**config.mk**
```make
export PLATFORM = sky130hd
export DESIGN_NAME = pcra_core
export DESIGN_NICKNAME = d
export VERILOG_FILES = /design/src/inc/pcra_pkg.sv /design/src/hw/pcra_core.sv /design/src/hw/pcra_pc_add.sv /design/src/hw/pcra_ahb_slave.sv
export VERILOG_INCLUDE_DIRS = /design/src /design/src/inc
export SDC_FILE = /design/constraint.sdc
export NUM_CORES = 1
export LEC_CHECK = 0
export BUFFER_PORTS_ARGS = -buffer_cell sky130_fd_sc_hd__buf_2
export CAP_MARGIN = 20
export CORE_MARGIN = 2
export CORE_UTILIZATION = 45
export CTS_BUF_LIST = sky130_fd_sc_hd__clkbuf_4
export CTS_CLUSTER_DIAMETER = 150
export DETAILED_ROUTE_END_ITERATION = 8
export GPL_TIMING_DRIVEN = 0
export PLACE_DENSITY_LB_ADDON = 0.12
export REMOVE_ABC_BUFFERS = 1
export SYNTH_ARGS = -nofsm -noshare
export SYNTH_HDL_FRONTEND = slang
export SYNTH_SLANG_ARGS = --single-unit
export TNS_END_PERCENT = 5
```
**constraint.sdc**
```tcl
create_clock -name ref_clk -period 3.32 [get_ports ref_clk]
set_input_delay 0.332 -clock ref_clk [delete_from_list [all_inputs] [get_ports ref_clk]]
set_output_delay 0.332 -clock ref_clk [all_outputs]
set_load 0.01 [all_outputs]
```
**src/inc/pcra_consts.svh**
```systemverilog
`ifndef PCRA_CONSTS_SVH
`define PCRA_CONSTS_SVH

// program counter vectors
`define PCRA_RESET_VEC    16'h0000
`define PCRA_IRQ_VEC      16'h0008

// byte fields of the program counter
`define PCRA_PC_LO        7:0
`define PCRA_PC_HI        15:8
`define PCRA_CARRY        8

// hardware stack: depth in entries, index field of the pointer
`define PCRA_STACK_DEPTH  4'h8
`define PCRA_SP_IDX       2:0

// program flag register: reset-cause bits and the save/restore mask
`define PCRA_PF_TO        7
`define PCRA_PF_PD        6
`define PCRA_PF_SAVE_MASK 8'h3F

// increments
`define PCRA_INC4         4'h1
`define PCRA_INC8         8'h01
`define PCRA_INC16        16'h0001

// register byte addresses on the bus
`define PCRA_OFS_CMD      32'h0000_0000
`define PCRA_OFS_STATUS   32'h0000_0004
`define PCRA_OFS_PC       32'h0000_0008
`define PCRA_OFS_ACC      32'h0000_000C
`define PCRA_OFS_FLAGS    32'h0000_0010
`define PCRA_OFS_MID      32'h0000_0014
`define PCRA_OFS_LOW      32'h0000_0018
`define PCRA_OFS_R        32'h0000_001C
`define PCRA_OFS_SAVE     32'h0000_0020

// status register fields
`define PCRA_ST_BUSY      0
`define PCRA_ST_SP        7:4

// command field and bus encodings
`define PCRA_CMD_OP       3:0
`define PCRA_HSIZE_WORD   3'h2
`define PCRA_HTRANS_ACT   1

`endif

```
**src/inc/pcra_pkg.sv**
```systemverilog
`include "pcra_consts.svh"
package pcra_pkg;

  // commands written to the command register
  typedef enum logic [3:0] {
    OP_NOP    = 4'b0000,
    OP_TBLRD  = 4'b0001,
    OP_PUSH   = 4'b0010,
    OP_POP    = 4'b0011,
    OP_IRQ    = 4'b0100,
    OP_RETURN = 4'b0101,
    OP_ADDPC  = 4'b0110,
    OP_SUBPC  = 4'b0111,
    OP_INCLOW = 4'b1000,
    OP_STEP   = 4'b1001
  } pcra_op_t;

  // cause of the last reset, presented by the reset controller
  typedef enum logic [1:0] {
    SRC_POR = 2'b00,
    SRC_WDT = 2'b01,
    SRC_EXT = 2'b10
  } pcra_rst_src_t;

  // core sequencer
  typedef enum logic {
    ST_IDLE = 1'b0,
    ST_ROM  = 1'b1
  } pcra_fsm_t;

  // bus slave phase
  typedef enum logic [1:0] {
    PH_IDLE = 2'b00,
    PH_WR   = 2'b01,
    PH_RD1  = 2'b10,
    PH_RD2  = 2'b11
  } pcra_phase_t;

  // program rom request
  typedef struct packed {
    logic        rd;
    logic [15:0] addr;
  } pcra_rom_req_t;

  // register access from the bus slave
  typedef struct packed {
    logic        wr;
    logic [31:0] addr;
    logic [31:0] wdata;
  } pcra_reg_req_t;

  // bus slave state
  typedef struct packed {
    pcra_phase_t ph;
    logic [31:0] addr;
    logic [31:0] rdata;
  } pcra_ahb_st_t;

  // core state
  typedef struct packed {
    pcra_fsm_t                                 state;
    logic                                      cause_pend;
    logic [15:0]                               pc;
    logic [7:0]                                acc;
    logic [7:0]                                flags;
    logic [7:0]                                idx_mid;
    logic [7:0]                                idx_low;
    logic [7:0]                                r;
    logic [7:0]                                sv_acc;
    logic [7:0]                                sv_flags;
    logic [3:0]                                sp;
    logic [`PCRA_STACK_DEPTH-1:0][15:0]        stack;
    pcra_rom_req_t                             rom;
  } pcra_core_st_t;

endpackage

```
**src/hw/pcra_core.sv**
```systemverilog
// Design decisions made here: the AHB-Lite register port and the address map.
`timescale 1ns/10ps
`include "pcra_consts.svh"
module pcra_core
  import pcra_pkg::*;
(
  input  wire logic          ref_clk,    // instruction clock, 20 MHz
  input  wire logic          nrst,       // async reset, active low
  input  wire logic          cen,        // clock enable, freezes all state
  input  wire pcra_rst_src_t reset_src,  // cause of the last reset
  input  wire logic          hsel,       // bus slave select
  input  wire logic [31:0]   haddr,      // bus byte address
  input  wire logic [1:0]    htrans,     // bus transfer type
  input  wire logic          hwrite,     // bus write
  input  wire logic [2:0]    hsize,      // bus transfer size
  input  wire logic [31:0]   hwdata,     // bus write data
  input  wire logic          hready,     // bus ready
  output logic               hreadyout,  // slave ready
  output logic      [31:0]   hrdata,     // bus read data
  output logic               hresp,      // bus response
  output pcra_rom_req_t      rom_req,    // program rom read request
  input  wire logic [15:0]   rom_data,   // program rom word
  output logic      [15:0]   pc_out,     // current program counter
  output logic               busy        // table read in flight
);

  pcra_core_st_t q;           // registered state
  pcra_core_st_t n;           // next state
  pcra_reg_req_t reg_req;     // register access from the slave
  logic [31:0]   reg_rdata;   // register read mux
  logic          cmd_go;      // command accepted this cycle
  pcra_op_t      cmd_op;      // decoded command
  logic [15:0]   pc_sum;      // pc after add or subtract
  logic [3:0]    sp_dec;      // stack pointer minus one
  logic [15:0]   stack_top;   // entry a return pops
  logic [2:0]    sp_idx;      // slot an interrupt pushes into

  // bus front end
  pcra_ahb_slave u_slave (
    .ref_clk   (ref_clk),
    .nrst      (nrst),
    .cen       (cen),
    .hsel      (hsel),
    .haddr     (haddr),
    .htrans    (htrans),
    .hwrite    (hwrite),
    .hsize     (hsize),
    .hwdata    (hwdata),
    .hready    (hready),
    .hreadyout (hreadyout),
    .hrdata    (hrdata),
    .hresp     (hresp),
    .reg_req   (reg_req),
    .reg_rdata (reg_rdata)
  );

  // computed jump arithmetic on the program counter
  pcra_pc_add u_pc_add (
    .pc_in  (q.pc),
    .addend (q.acc),
    .sub    (cmd_op == OP_SUBPC),
    .pc_out (pc_sum)
  );

  // commands are only taken while no table read is in flight
  assign cmd_op    = pcra_op_t'(reg_req.wdata[`PCRA_CMD_OP]);
  assign cmd_go    = reg_req.wr && (reg_req.addr == `PCRA_OFS_CMD) && (q.state == ST_IDLE);
  assign sp_dec    = q.sp - `PCRA_INC4;
  assign sp_idx    = q.sp[`PCRA_SP_IDX];
  assign stack_top = q.stack[sp_dec[`PCRA_SP_IDX]];

  // next-state logic
  always_comb begin
    n        = q;
    n.rom.rd = 1'b0;  // request lasts one cycle
    // latch the reset cause on the first enabled edge after release
    if (q.cause_pend) begin
      n.cause_pend = 1'b0;
      case (reset_src)
        SRC_WDT: begin
          n.flags[`PCRA_PF_TO] = 1'b0;
          n.flags[`PCRA_PF_PD] = 1'b0;
        end
        SRC_EXT: begin
          n.flags[`PCRA_PF_TO] = 1'b1;
          n.flags[`PCRA_PF_PD] = 1'b1;
        end
        default: begin
          n.flags[`PCRA_PF_TO] = 1'b1;  // power-on, also unused code
          n.flags[`PCRA_PF_PD] = 1'b0;
        end
      endcase
    end
    // software writes to the register file
    if (reg_req.wr) begin
      case (reg_req.addr)
        `PCRA_OFS_PC: begin
          n.pc = reg_req.wdata[15:0];
        end
        `PCRA_OFS_ACC: begin
          n.acc = reg_req.wdata[7:0];
        end
        `PCRA_OFS_FLAGS: begin
          // cause bits are read only for software
          n.flags = (reg_req.wdata[7:0] & `PCRA_PF_SAVE_MASK)
                  | (q.flags & ~`PCRA_PF_SAVE_MASK);
        end
        `PCRA_OFS_MID: begin
          n.idx_mid = reg_req.wdata[7:0];
        end
        `PCRA_OFS_LOW: begin
          n.idx_low = reg_req.wdata[7:0];
        end
        default: begin
        end
      endcase
    end
    // command execution
    if (cmd_go) begin
      case (cmd_op)
        OP_TBLRD: begin
          n.state    = ST_ROM;
          n.rom.rd   = 1'b1;
          n.rom.addr = {q.idx_mid, q.idx_low};
        end
        OP_PUSH: begin
          n.sv_acc   = q.acc;
          n.sv_flags = q.flags & `PCRA_PF_SAVE_MASK;
        end
        OP_POP: begin
          n.acc   = q.sv_acc;
          n.flags = (q.sv_flags & `PCRA_PF_SAVE_MASK)
                  | (q.flags & ~`PCRA_PF_SAVE_MASK);
        end
        OP_IRQ: begin
          // a full stack drops the push but still vectors; nesting
          // deeper than the stack loses the newest return address
          if (q.sp < `PCRA_STACK_DEPTH) begin
            n.stack[sp_idx] = q.pc;
            n.sp            = q.sp + `PCRA_INC4;
          end
          n.pc = `PCRA_IRQ_VEC;
        end
        OP_RETURN: begin
          // an empty stack leaves the pc where it is
          if (q.sp != 4'h0) begin
            n.sp = sp_dec;
            n.pc = stack_top;
          end
        end
        OP_ADDPC: begin
          n.pc = pc_sum;
        end
        OP_SUBPC: begin
          n.pc = pc_sum;
        end
        OP_INCLOW: begin
          n.idx_low = q.idx_low + `PCRA_INC8;  // middle index untouched
        end
        OP_STEP: begin
          n.pc = q.pc + `PCRA_INC16;
        end
        default: begin
        end
      endcase
    end
    // rom word arrives while the request stands; it beats a bus write
    if (q.state == ST_ROM) begin
      n.acc   = rom_data[7:0];
      n.r     = rom_data[15:8];
      n.state = ST_IDLE;
    end
  end

  // state register; every reset brings the pc to the reset vector
  always_ff @(posedge ref_clk or negedge nrst) begin
    if (!nrst) begin
      q            <= '0;
      q.pc         <= `PCRA_RESET_VEC;
      q.cause_pend <= 1'b1;
    end else if (cen) begin
      q <= n;
    end
  end

  // register read mux; unmapped addresses read zero
  always_comb begin
    reg_rdata = '0;
    case (reg_req.addr)
      `PCRA_OFS_STATUS: begin
        reg_rdata[`PCRA_ST_BUSY] = (q.state == ST_ROM);
        reg_rdata[`PCRA_ST_SP]   = q.sp;
      end
      `PCRA_OFS_PC: begin
        reg_rdata[15:0] = q.pc;
      end
      `PCRA_OFS_ACC: begin
        reg_rdata[7:0] = q.acc;
      end
      `PCRA_OFS_FLAGS: begin
        reg_rdata[7:0] = q.flags;
      end
      `PCRA_OFS_MID: begin
        reg_rdata[7:0] = q.idx_mid;
      end
      `PCRA_OFS_LOW: begin
        reg_rdata[7:0] = q.idx_low;
      end
      `PCRA_OFS_R: begin
        reg_rdata[7:0] = q.r;
      end
      `PCRA_OFS_SAVE: begin
        reg_rdata[15:0] = {q.sv_flags, q.sv_acc};
      end
      default: begin
      end
    endcase
  end

  assign rom_req = q.rom;
  assign pc_out  = q.pc;
  assign busy    = (q.state == ST_ROM);

  // helper views for the checks below
  logic [7:0] pc_hi;    // pc high byte
  logic [7:0] pc_lo;    // pc low byte
  logic [8:0] add_full; // pc low byte plus accumulator
  logic [7:0] rom_lo;   // rom word low byte
  logic [7:0] rom_hi;   // rom word high byte
  logic       flag_to;  // timeout flag
  logic       flag_pd;  // power-down flag
  logic       ex;       // command executes this edge
  assign pc_hi    = q.pc[`PCRA_PC_HI];
  assign pc_lo    = q.pc[`PCRA_PC_LO];
  assign add_full = {1'b0, pc_lo} + {1'b0, q.acc};
  assign rom_lo   = rom_data[7:0];
  assign rom_hi   = rom_data[15:8];
  assign flag_to  = q.flags[`PCRA_PF_TO];
  assign flag_pd  = q.flags[`PCRA_PF_PD];
  assign ex       = cmd_go && cen;
endmodule

```
**src/hw/pcra_pc_add.sv**
```systemverilog
`timescale 1ns/10ps
`include "pcra_consts.svh"
module pcra_pc_add
  import pcra_pkg::*;
(
  input  wire logic [15:0] pc_in,   // current program counter
  input  wire logic [7:0]  addend,  // accumulator value
  input  wire logic        sub,     // subtract instead of add
  output logic      [15:0] pc_out   // computed program counter
);

  logic [8:0] low_res;  // low byte result with carry

  // low byte arithmetic; only a carry moves the high byte
  always_comb begin
    if (sub) begin
      // a borrow is dropped: the high byte cannot count down
      low_res = {1'b0, pc_in[`PCRA_PC_LO] - addend};
    end else begin
      low_res = {1'b0, pc_in[`PCRA_PC_LO]} + {1'b0, addend};
    end
    pc_out[`PCRA_PC_LO] = low_res[7:0];
    if (low_res[`PCRA_CARRY]) begin
      pc_out[`PCRA_PC_HI] = pc_in[`PCRA_PC_HI] + `PCRA_INC8;
    end else begin
      pc_out[`PCRA_PC_HI] = pc_in[`PCRA_PC_HI];
    end
  end

endmodule

```
**src/hw/pcra_ahb_slave.sv**
```systemverilog
`timescale 1ns/10ps
`include "pcra_consts.svh"
module pcra_ahb_slave
  import pcra_pkg::*;
(
  input  wire logic          ref_clk,    // instruction clock
  input  wire logic          nrst,       // async reset, active low
  input  wire logic          cen,        // clock enable
  input  wire logic          hsel,       // slave select
  input  wire logic [31:0]   haddr,      // byte address
  input  wire logic [1:0]    htrans,     // transfer type
  input  wire logic          hwrite,     // write when high
  input  wire logic [2:0]    hsize,      // transfer size
  input  wire logic [31:0]   hwdata,     // write data
  input  wire logic          hready,     // bus ready
  output logic               hreadyout,  // slave ready
  output logic      [31:0]   hrdata,     // read data
  output logic               hresp,      // always okay
  output pcra_reg_req_t      reg_req,    // register access to the core
  input  wire logic [31:0]   reg_rdata   // register read value
);

  pcra_ahb_st_t q;  // registered state
  pcra_ahb_st_t n;  // next state

  // phase sequencing; reads take one wait state so that a write in
  // the previous data phase is always visible to the next read
  always_comb begin
    n = q;
    case (q.ph)
      PH_RD1: begin
        n.rdata = reg_rdata;  // sample the register mux
        n.ph    = PH_RD2;
      end
      default: begin
        n.ph = PH_IDLE;
      end
    endcase
    if (q.ph != PH_RD1 && hready && hsel && htrans[`PCRA_HTRANS_ACT]) begin
      n.addr = haddr;
      if (!hwrite) begin
        n.ph = PH_RD1;
      end else if (hsize == `PCRA_HSIZE_WORD) begin
        n.ph = PH_WR;
      end else begin
        n.ph = PH_IDLE;  // narrow writes are dropped
      end
    end
  end

  // state register
  always_ff @(posedge ref_clk or negedge nrst) begin
    if (!nrst) begin
      q <= '0;
    end else if (cen) begin
      q <= n;
    end
  end

  assign hreadyout = (q.ph != PH_RD1);
  assign hrdata    = q.rdata;
  assign hresp     = 1'b0;
  assign reg_req   = {(q.ph == PH_WR), q.addr, hwdata};

endmodule

```
==> results of run 1 <==
[state kept, by name (all words and copies together), names as in the netlist]
register	count
busy	1
flag_pd	1
flag_to	1
pc_out	16
q	185
rom_req	17
u_slave.hrdata	16
u_slave.q	2
u_slave.reg_req	32
[power by group]
part / leakage (uW) / switching, uW / internal, uW
Clock: 0.000543 / 1470 / 1560
Combinational: 0.00375 / 614 / 522
Sequential: 0.00363 / 303 / 3580
Total: 0.00792 / 2390 / 5660
[per-layer routing]
layer / global-route usage / vias up
met2: 0.368 / 383
li1: - / 4782
met1: 0.333 / 5340
met4: 0.0950 / 0
met3: 0.0444 / 84
met5: 0 / -
[cell usage after synthesis, types with 5 or more instances]
master,number
a22o_1,12
xnor2_1,9
nor2b_1,11
buf_2,10
o22ai_1,18
nand4_1,11
o211ai_1,5
nand2_1,65
mux4_2,32
and3_1,7
a222oi_1,12
nor2_1,67
a221o_1,10
inv_1,23
a22oi_1,9
buf_4,69
a211oi_1,7
nand2b_1,6
a221oi_1,10
mux2_2,190
dfrtp_1,270
xor2_1,6
ha_1,21
buf_6,6
a21oi_1,52
clkbuf_1,49
nor4_1,12
mux2_4,30
and2_1,6
nor3_1,12
mux2i_1,21
o21ai_0,55
nand3_1,17
[worst paths after layout]
kind,startpoint,end,cells after the start
worst min register to register,u_slave.hrdata[14]$_DFFE_PN0P_,u_slave.hrdata[14]$_DFFE_PN0P_,2
worst min-delay path,hwdata[4],q[193]$_DFFE_PN0P_,3
worst max register to register,u_slave.reg_req[60]$_DFFE_PN0P_,u_slave.hrdata[0]$_DFFE_PN0P_,7
max in group asynchronous,nrst,q[145]$_DFFE_PN0P_,3
worst max-delay path,u_slave.reg_req[60]$_DFFE_PN0P_,u_slave.hrdata[0]$_DFFE_PN0P_,7
min in group asynchronous,nrst,q[93]$_DFFE_PN0P_,2
[timing repair]
| action | CTS | global route |
|---|---|---|
| pin swaps | 7 | 1 |
| setup endpoints to repair | 177 | 80 |
| resized for setup | 7 | 6 |
| endpoints found under the hold margin | 149 | 0 |
| setup buffers | 2 | 4 |
| hold buffers | 64 | 0 |
[cell families after synthesis]
family                   after synthesis
flip-flops                           271
AO/OA/AOI/OAI                        219
other                                  1
buffers and inverters                162
XOR/XNOR                              15
adder cells (fa/ha/maj)               23
AND/OR/NAND/NOR                      254
multiplexers                         273
[layout make-up]
type,count,share of cell area
Antenna cell,1,0.000149
Clock buffer,99,0.0442
Clock inverter,32,0.0119
Inverter,25,0.00558
Multi-Input combinational cell,801,0.415
Sequential cell,271,0.404
Tap cell,402,0.0299
Timing Repair Buffer,207,0.0894
[through the flow]
step	power, uW	TNS [ns]
after floorplan	4480	-9.06
after global placement	4930	-1038.29
after detailed placement	4980	-35.41
after CTS	8140	-0.721
after global routing	8470	-0.0142
final	8050	0
[critical path, cell delays in order (launching register included)]
cell and delay [ns]:
dfrtp_1 0.38, nor4_1 0.48, nand3_2 0.41, or2_4 0.44, nor4b_4 0.75, a222oi_1 0.34
o211ai_1 0.18, a22o_1 0.16
==> qor.csv, run 1 <==
metric;value;unit
outcome;finished, final reports clean;
synth.distinct_cells;78;
ys_ff_latch;271;
placed_cells;1635;
via_per_inst;5.76;
wl_met3;2220;um
synth_area_leaders;dfrtp_1, mux2_2, mux4_2;
overflow;0;
yosysTopAreaCell;dfrtp_1;
worstPathArrival;3.82;ns
mostFrequentLayoutCells;dfrtp_1, mux2_2, buf_2;
dr.pass1.iters;6;
hold_path_class;input pin to register;
drtIter0Drc;832;
yosysSeqAreaShare;0.466;
layout-drive-gt1-share;0.383;
maxCapViolations;0;
preCtsSetupSlack;-0.569;ns
leakagePower;0.00792;uW
clk_latency;0.72;ns
row_count;65;
slew_headroom;0.259;
port_buffers;126;
report.final.slew_viol_count;0;
core_area;31700;um^2
grt_pass1_wl;61600;um
die_width;184;um
routed_wl;39700;um
synthAdderAreaFrac;0.0208;
clock.fmax;317;MHz
final_area;16800;um^2
cts.sinks;271;
ioPinCount;161;
synth_flop_cell;dfrtp_1;
multi_input_area;6990;um^2
drc;0;
power_density;478;nW/um^2
maxUsedRoutingLayer;met4;
finalWeightedCongestion;0.829;
synth_edf_count;0;
synth_area;14500;um^2
finalHoldViolCount;0;
cts_root_buf;clkbuf_4;
place_area;15100;um^2
synth_compound_gate_area_share;0.101;
grt_pass1_vias;10724;
clkTransAtPathRegs;0.07;ns
antenna_found_initial;1;
seq_area;6790;um^2
dieArea;33800;um^2
num_vias;10589;
synthToLayoutAreaGrowth;15.7;%
grtUsageTotal;0.238;
fillCellCount;2818;
start_util;0.459;
async_reset_ff_frac;1.00;
synthMuxAreaShare;0.242;
drtAntennaViolNets;0;
synth_top_family_by_area;multiplexers;
clock_skew;0.0523;ns
cp.required;3.98;ns
cts_tree;yes;
peakVddDrop;0.314;mV
wl_met1;18000;um
period_share;0.951;
numCtsBuffers;77;
synth_top_area_share;0.464;
critPathMaxFanout;14;
hold_slack;0.0859;ns
yosysWarnings;0;
final_util;0.530;
instances_no_fill;1838;
layout_setup_ws;0.162;ns
postSynthAreaPerCell;11.9;um^2
rrSetupSlack;0.16;ns
critPathKind;register to register;
hpwlAfterDp;25500;um
synth_xor_area_frac;0.00903;
cts_max_path_buffers;3;
worst_pin_slew;1.10;ns
htree_levels;3;
critPathCaptureType;register;
wl_per_cell;21.6;um
final_common_cell;dfrtp_1;
grt_max_degree;117;
wl_met2;18300;um
setup_viol;0;
synthSimpleGateAreaFrac;0.0971;
chipHeight;184;um
nets;1499;
start_kind;register;
fin_crit;3.16;ns
rsz0062_at_grt;yes;
synthCells;1218;
(Power assumes the default switching activity.)
==> run 2, diff against run 1 <==
--- a/config.mk
+++ b/config.mk
@@ -10,2 +10,4 @@
 export CAP_MARGIN = 20
+export CELL_PAD_IN_SITES_DETAIL_PLACEMENT = 1
+export CELL_PAD_IN_SITES_GLOBAL_PLACEMENT = 1
 export CORE_MARGIN = 2
==> constraint.sdc (replaced) <==
create_clock -name ref_clk -period 3.32 [get_ports ref_clk]
set_input_delay 0.664 -clock ref_clk [delete_from_list [all_inputs] [get_ports ref_clk]]
set_output_delay 0.664 -clock ref_clk [all_outputs]
set_load 0.01 [all_outputs]
==> qor.csv, run 2 (synthesis gave the netlist of run 1 again) <==
metric;value;unit;change
row_count;65;;unchanged
instances_no_fill;1780;;-3.2%
fillCellCount;3394;;+20%
critPathSlowestCell;nor4b_1;;
seq_area;6790;um^2;about the same
critPathCaptureType;register;;
clock_skew;0.0484;ns;-0.00393 ns
critPathKind;register to register;;
overflow;0;;unchanged
drc;0;;unchanged
hpwlAfterDp;27500;um;+7.9%
die_width;184;um;unchanged
rsz0062_at_grt;yes;;
reg2reg_depth;7;;unchanged
setup_viol;0;;unchanged
worstPathArrival;3.73;ns;-0.09 ns
dr.pass1.iters;7;;+1
critPathTopFamily;simple AND/OR/NAND/NOR gates;;
placed_cells;1634;;-0.061%
cts_root_buf;clkbuf_4;;
period_share;0.947;;-0.00415
total_power;8050;uW;about the same
multi_input_area;7010;um^2;+0.36%
antenna_found_initial;2;;+1
routed_wl;42000;um;+5.9%
maxCapViolations;0;;unchanged
leakagePower;0.00770;uW;-2.9%
final_util;0.512;;-0.0181
cts_max_path_buffers;3;;unchanged
power_density;495;nW/um^2;+3.5%
layout-drive-gt1-share;0.411;;+0.0283
grtUsageTotal;0.257;;+0.0184
port_buffers;126;;unchanged
report.final.slew_viol_count;0;;unchanged
worst_pin_slew;0.982;ns;-0.122 ns
wl_met2;19900;um;+8.8%
regMostFlops;q;;
wl_met1;19000;um;+5.4%
chipHeight;184;um;unchanged
core_area;31700;um^2;unchanged
grt_pass1_wl;65400;um;+6.1%
hold_path_class;input pin to register;;
synthToLayoutAreaGrowth;11.7;%;
critPathMaxFanout;8;;-6
wl_met3;2020;um;-8.9%
peakVddDrop;0.389;mV;+24%
cp.depth;7;;unchanged
num_vias;10475;;-1.1%
mostFrequentLayoutCells;dfrtp_1, mux2_2, buf_2;;
dieArea;33800;um^2;unchanged
drtIter0Drc;652;;-22%
cp_cell_sequence;nor4b_1 > nand3_1 > or4_1 > o21bai_1 > o311ai_4 > nand2_1 > o21ai_0;;
outcome;finished, final reports clean;;
finalHoldViolCount;0;;unchanged
rrSetupSlack;0.18;ns;about the same
via_per_inst;5.88;;+2.1%
cts.sinks;271;;unchanged
max_stage_delay;0.75;ns;about the same
fin_crit;3.14;ns;-0.0138 ns
wl_per_cell;23.6;um;+9.4%
clkTransAtPathRegs;0.06;ns;about the same
start_kind;register;;
clock.fmax;318;MHz;+0.44%
numCtsBuffers;76;;-1.3%
nets;1436;;-4.2%
slew_headroom;0.345;;+0.0859
cp.required;3.90;ns;-0.08 ns
ioPinCount;161;;unchanged
clk_latency;0.76;ns;+0.04 ns
htree_levels;3;;unchanged
crit_buf_inv;0;;unchanged
grt_max_degree;105;;-10%
drtAntennaViolNets;0;;unchanged
final_common_cell;dfrtp_1;;
maxUsedRoutingLayer;met4;;
cts_tree;yes;;
finalWeightedCongestion;0.810;;-2.3%
hold_depth;2;;-1
grt_pass1_vias;11021;;+2.8%
start_util;0.459;;unchanged
largest_reg_flops;185;;unchanged
run 2: cell count changes in the layout (fill, tap and decap cells not counted), moves of 2 or more:
cell           delta
clkinv_1          -8
inv_2             +5
clkinv_4          -2
diode_2           +2
clkinvlp_4        -3
clkbuf_4         +16
clkinv_2          -4
buf_2             -2
dlygate4sd3_1    -63
run 2: path summary, 6_finish.rpt:
path | from | endpoint
setup / recovery | u_slave.reg_req[37]$_DFFE_PN0P_ | pc_out[12]$_DFFE_PN0P_
hold / removal | hwrite | u_slave.q[65]$_DFFE_PN0P_
setup reg to reg | u_slave.reg_req[37]$_DFFE_PN0P_ | pc_out[12]$_DFFE_PN0P_
hold reg to reg | u_slave.hrdata[15]$_DFFE_PN0P_ | u_slave.hrdata[15]$_DFFE_PN0P_
max in group asynchronous | nrst | q[221]$_DFFE_PN1P_
min in group asynchronous | nrst | q[25]$_DFFE_PN0P_
run 2: power by group:
group | total (uW) | switching, uW | internal (uW) | leakage [uW]
registers | 3880 | 300 | 3580 | 0.00363
logic | 1080 | 609 | 469 | 0.00348
clock network | 3090 | 1440 | 1650 | 0.000583
run 2: what timing repair did:
item,CTS,global route
setup endpoints to repair,204,194
pin swaps,19,2
hold endpoints to repair,77,0
setup buffers,1,6
gates cloned,1,0
resized for setup,12,8
hold buffers,1,0
run 2: cell type report:
type                    count  area share
inverters                  25     0.00578
repair buffers            144      0.0543
clock buffers             115      0.0531
well taps                 402      0.0310
multi-input cells         802       0.432
flip-flops and latches    271       0.418
diodes                      3    0.000462
clock inverters            18     0.00585
run 2: worst reg2reg max path: cells and delay by family (launching register included):
family / cells / cell delay, ns
AND/OR/NAND/NOR: 4 / 1.82
AO/OA/AOI/OAI: 3 / 0.69
flip-flops: 1 / 0.46
run 2: metrics by stage:
step	cell area (um^2)	hold WS (ns)	TNS, ns	setup slack (ns)
floorplan	13800	0.368	-9.06	-0.772
detailed placement	15100	0.463	-96.69	-0.713
global route	16200	0.0643	-0.0236	-0.0179
CTS	16100	0.0572	-3.03	-0.151
finish	16200	0.114	0	0.175
global placement	14900	0.464	-1177.74	-3.65
run 2: routing by layer:
metal	vias up	global-route usage
met3	76	0.0511
met1	5424	0.346
met4	0	0.0947
li1	4683	-
met5	-	0
met2	292	0.412
==> run 3, diff against run 2 <==
ABC_CLOCK_PERIOD_IN_PS = 3320   (was unset)
PLACE_DENSITY_LB_ADDON = 0.1   (was 0.12)
==> qor.csv, run 3 (synthesis gave the netlist of run 1 again) <==
metric;value;unit;change
drtAntennaViolNets;0;;unchanged
grt_pass1_wl;65500;um;+0.15%
critPathKind;input pin to register;;
critPathCaptureType;register;;
hold_slack;0.161;ns;+0.0473 ns
cp-startpoint;cen;;
seq_area;6790;um^2;unchanged
slew_headroom;0.268;;-0.0767
preCtsSetupSlack;-0.724;ns;-0.0104 ns
reg2reg_from;u_slave.reg_req[34]$_DFFE_PN0P_;;
reg2reg_depth;8;;+1
outcome;finished, final reports clean;;
final_common_cell;dfrtp_1;;
core_area;31700;um^2;unchanged
rsz0062_at_grt;no;;
layout_setup_ws;0.191;ns;+0.0152 ns
period_share;0.943;;-0.00459
hpwlAfterDp;27500;um;+0.18%
die_width;184;um;unchanged
chipHeight;184;um;unchanged
synthToLayoutAreaGrowth;12.1;%;
routed_wl;41900;um;-0.46%
drc;0;;unchanged
regMostFlops;q;;
layout-drive-gt1-share;0.414;;+0.00339
hold_path_class;input pin to register;;
clock_skew;0.0474;ns;-0.000962 ns
row_count;65;;unchanged
finalWeightedCongestion;0.879;;+8.5%
antenna_found_initial;1;;-1
clk_latency;0.73;ns;-0.03 ns
worst_pin_slew;1.09;ns;+0.108 ns
nets;1437;;+0.070%
cts.sinks;271;;unchanged
setup_viol;0;;unchanged
overflow;0;;unchanged
finalHoldViolCount;0;;unchanged
multi_input_area;7060;um^2;+0.62%
largest_reg_flops;185;;unchanged
fin_tns_setup;0;ns;unchanged
placed_cells;1635;;+0.061%
grt_max_degree;121;;+15%
instances_no_fill;1774;;-0.34%
endpoint;q[120]$_DFFE_PN0P_;;
cts_tree;yes;;
via_per_inst;5.86;;-0.39%
dieArea;33800;um^2;unchanged
num_vias;10399;;-0.73%
report.final.slew_viol_count;0;;unchanged
grt_pass1_vias;11140;;+1.1%
clkTransAtPathRegs;0.07;ns;about the same
start_kind;input pin;;
grtUsageTotal;0.254;;-0.00271
fin_crit;3.13;ns;-0.0152 ns
peakVddDrop;0.355;mV;-8.7%
ioPinCount;161;;unchanged
cts_max_path_buffers;3;;unchanged
start_util;0.459;;unchanged
power_density;497;nW/um^2;+0.37%
dr.pass1.iters;6;;-1
critPathMaxFanout;36;;+28
wl_per_cell;23.6;um;-0.12%
worstPathArrival;3.71;ns;-0.02 ns
port_buffers;126;;unchanged
total_power;8110;uW;+0.73%
drtIter0Drc;594;;-8.9%
maxCapViolations;0;;unchanged
numCtsBuffers;76;;unchanged
leakagePower;0.00770;uW;about the same
rrSetupSlack;0.21;ns;+0.03 ns
mostFrequentLayoutCells;dfrtp_1, mux2_2, buf_2;;
clock.fmax;320;MHz;+0.49%
reg2reg_to;q[120]$_DFFE_PN0P_;;
fillCellCount;3375;;-0.56%
cts_root_buf;clkbuf_4;;
htree_levels;3;;unchanged
cp.required;3.90;ns;about the same
-- run 3: worst max-delay path: stages --
cell and delay [ns]:
buf_2 0.59, nor2b_2 0.66, nand3_2 0.20, nor3_2 0.22
nand3_4 0.16, nor4_4 0.45, buf_6 0.23, buf_8 0.16
mux2_2 0.34
-- run 3: layout make-up --
class,count,share of cell area
Antenna cell,1,0.000153
Tap cell,402,0.0308
Inverter,25,0.00575
Timing Repair Buffer,145,0.0548
Sequential cell,271,0.416
Clock buffer,115,0.0529
Clock inverter,13,0.00629
Multi-Input combinational cell,802,0.433
-- run 3: layer usage --
layer / up-vias / wire (um) / GRT usage
li1: 4649 / - / -
met1: 5377 / 18800 / 0.335
met2: 294 / 19900 / 0.417
met3: 79 / 1820 / 0.0464
met4: 0 / 1250 / 0.0989
met5: - / 0 / 0
-- run 3: through the flow --
| stage | utilization | area (um^2) |
|---|---|---|
| after CTS | 0.511 | 16200 |
| after global placement | 0.470 | 14900 |
| after detailed placement | 0.476 | 15100 |
| final | 0.514 | 16300 |
| after global routing | 0.514 | 16300 |
| after floorplan | - | 13800 |
-- run 3: how the worst min path moves through the flow --
stage                                         from                        endpoint  slack (ns)  cells past startpoint
CTS                                         hwrite       u_slave.q[65]$_DFFE_PN0P_        0.11                      2
global route                                hwrite       u_slave.q[65]$_DFFE_PN0P_        0.12                      2
global placement    u_slave.hrdata[14]$_DFFE_PN0P_  u_slave.hrdata[14]$_DFFE_PN0P_        0.45                      2
floorplan                                     nrst                busy$_DFFE_PN0P_        0.37                      0
detailed placement  u_slave.hrdata[15]$_DFFE_PN0P_  u_slave.hrdata[15]$_DFFE_PN0P_        0.47                      2
finish                                reset_src[0]             flag_to$_DFFE_PN0P_        0.16                      2
-- run 3: repair_timing --
| item | 4_1_cts | 5_1_grt |
|---|---|---|
| gates cloned | 1 | 0 |
| gates resized for setup | 19 | 11 |
| hold buffers | 1 | 0 |
| hold endpoints to repair | 37 | 0 |
| endpoints found under the setup margin | 106 | 181 |
| pin swaps | 8 | 4 |
| buffers inserted | 1 | 7 |
-- run 3: power by group --
part / internal, uW / switching [uW]
combinational: 472 / 610
sequential: 3580 / 318
clock: 1720 / 1410
total: 5770 / 2340
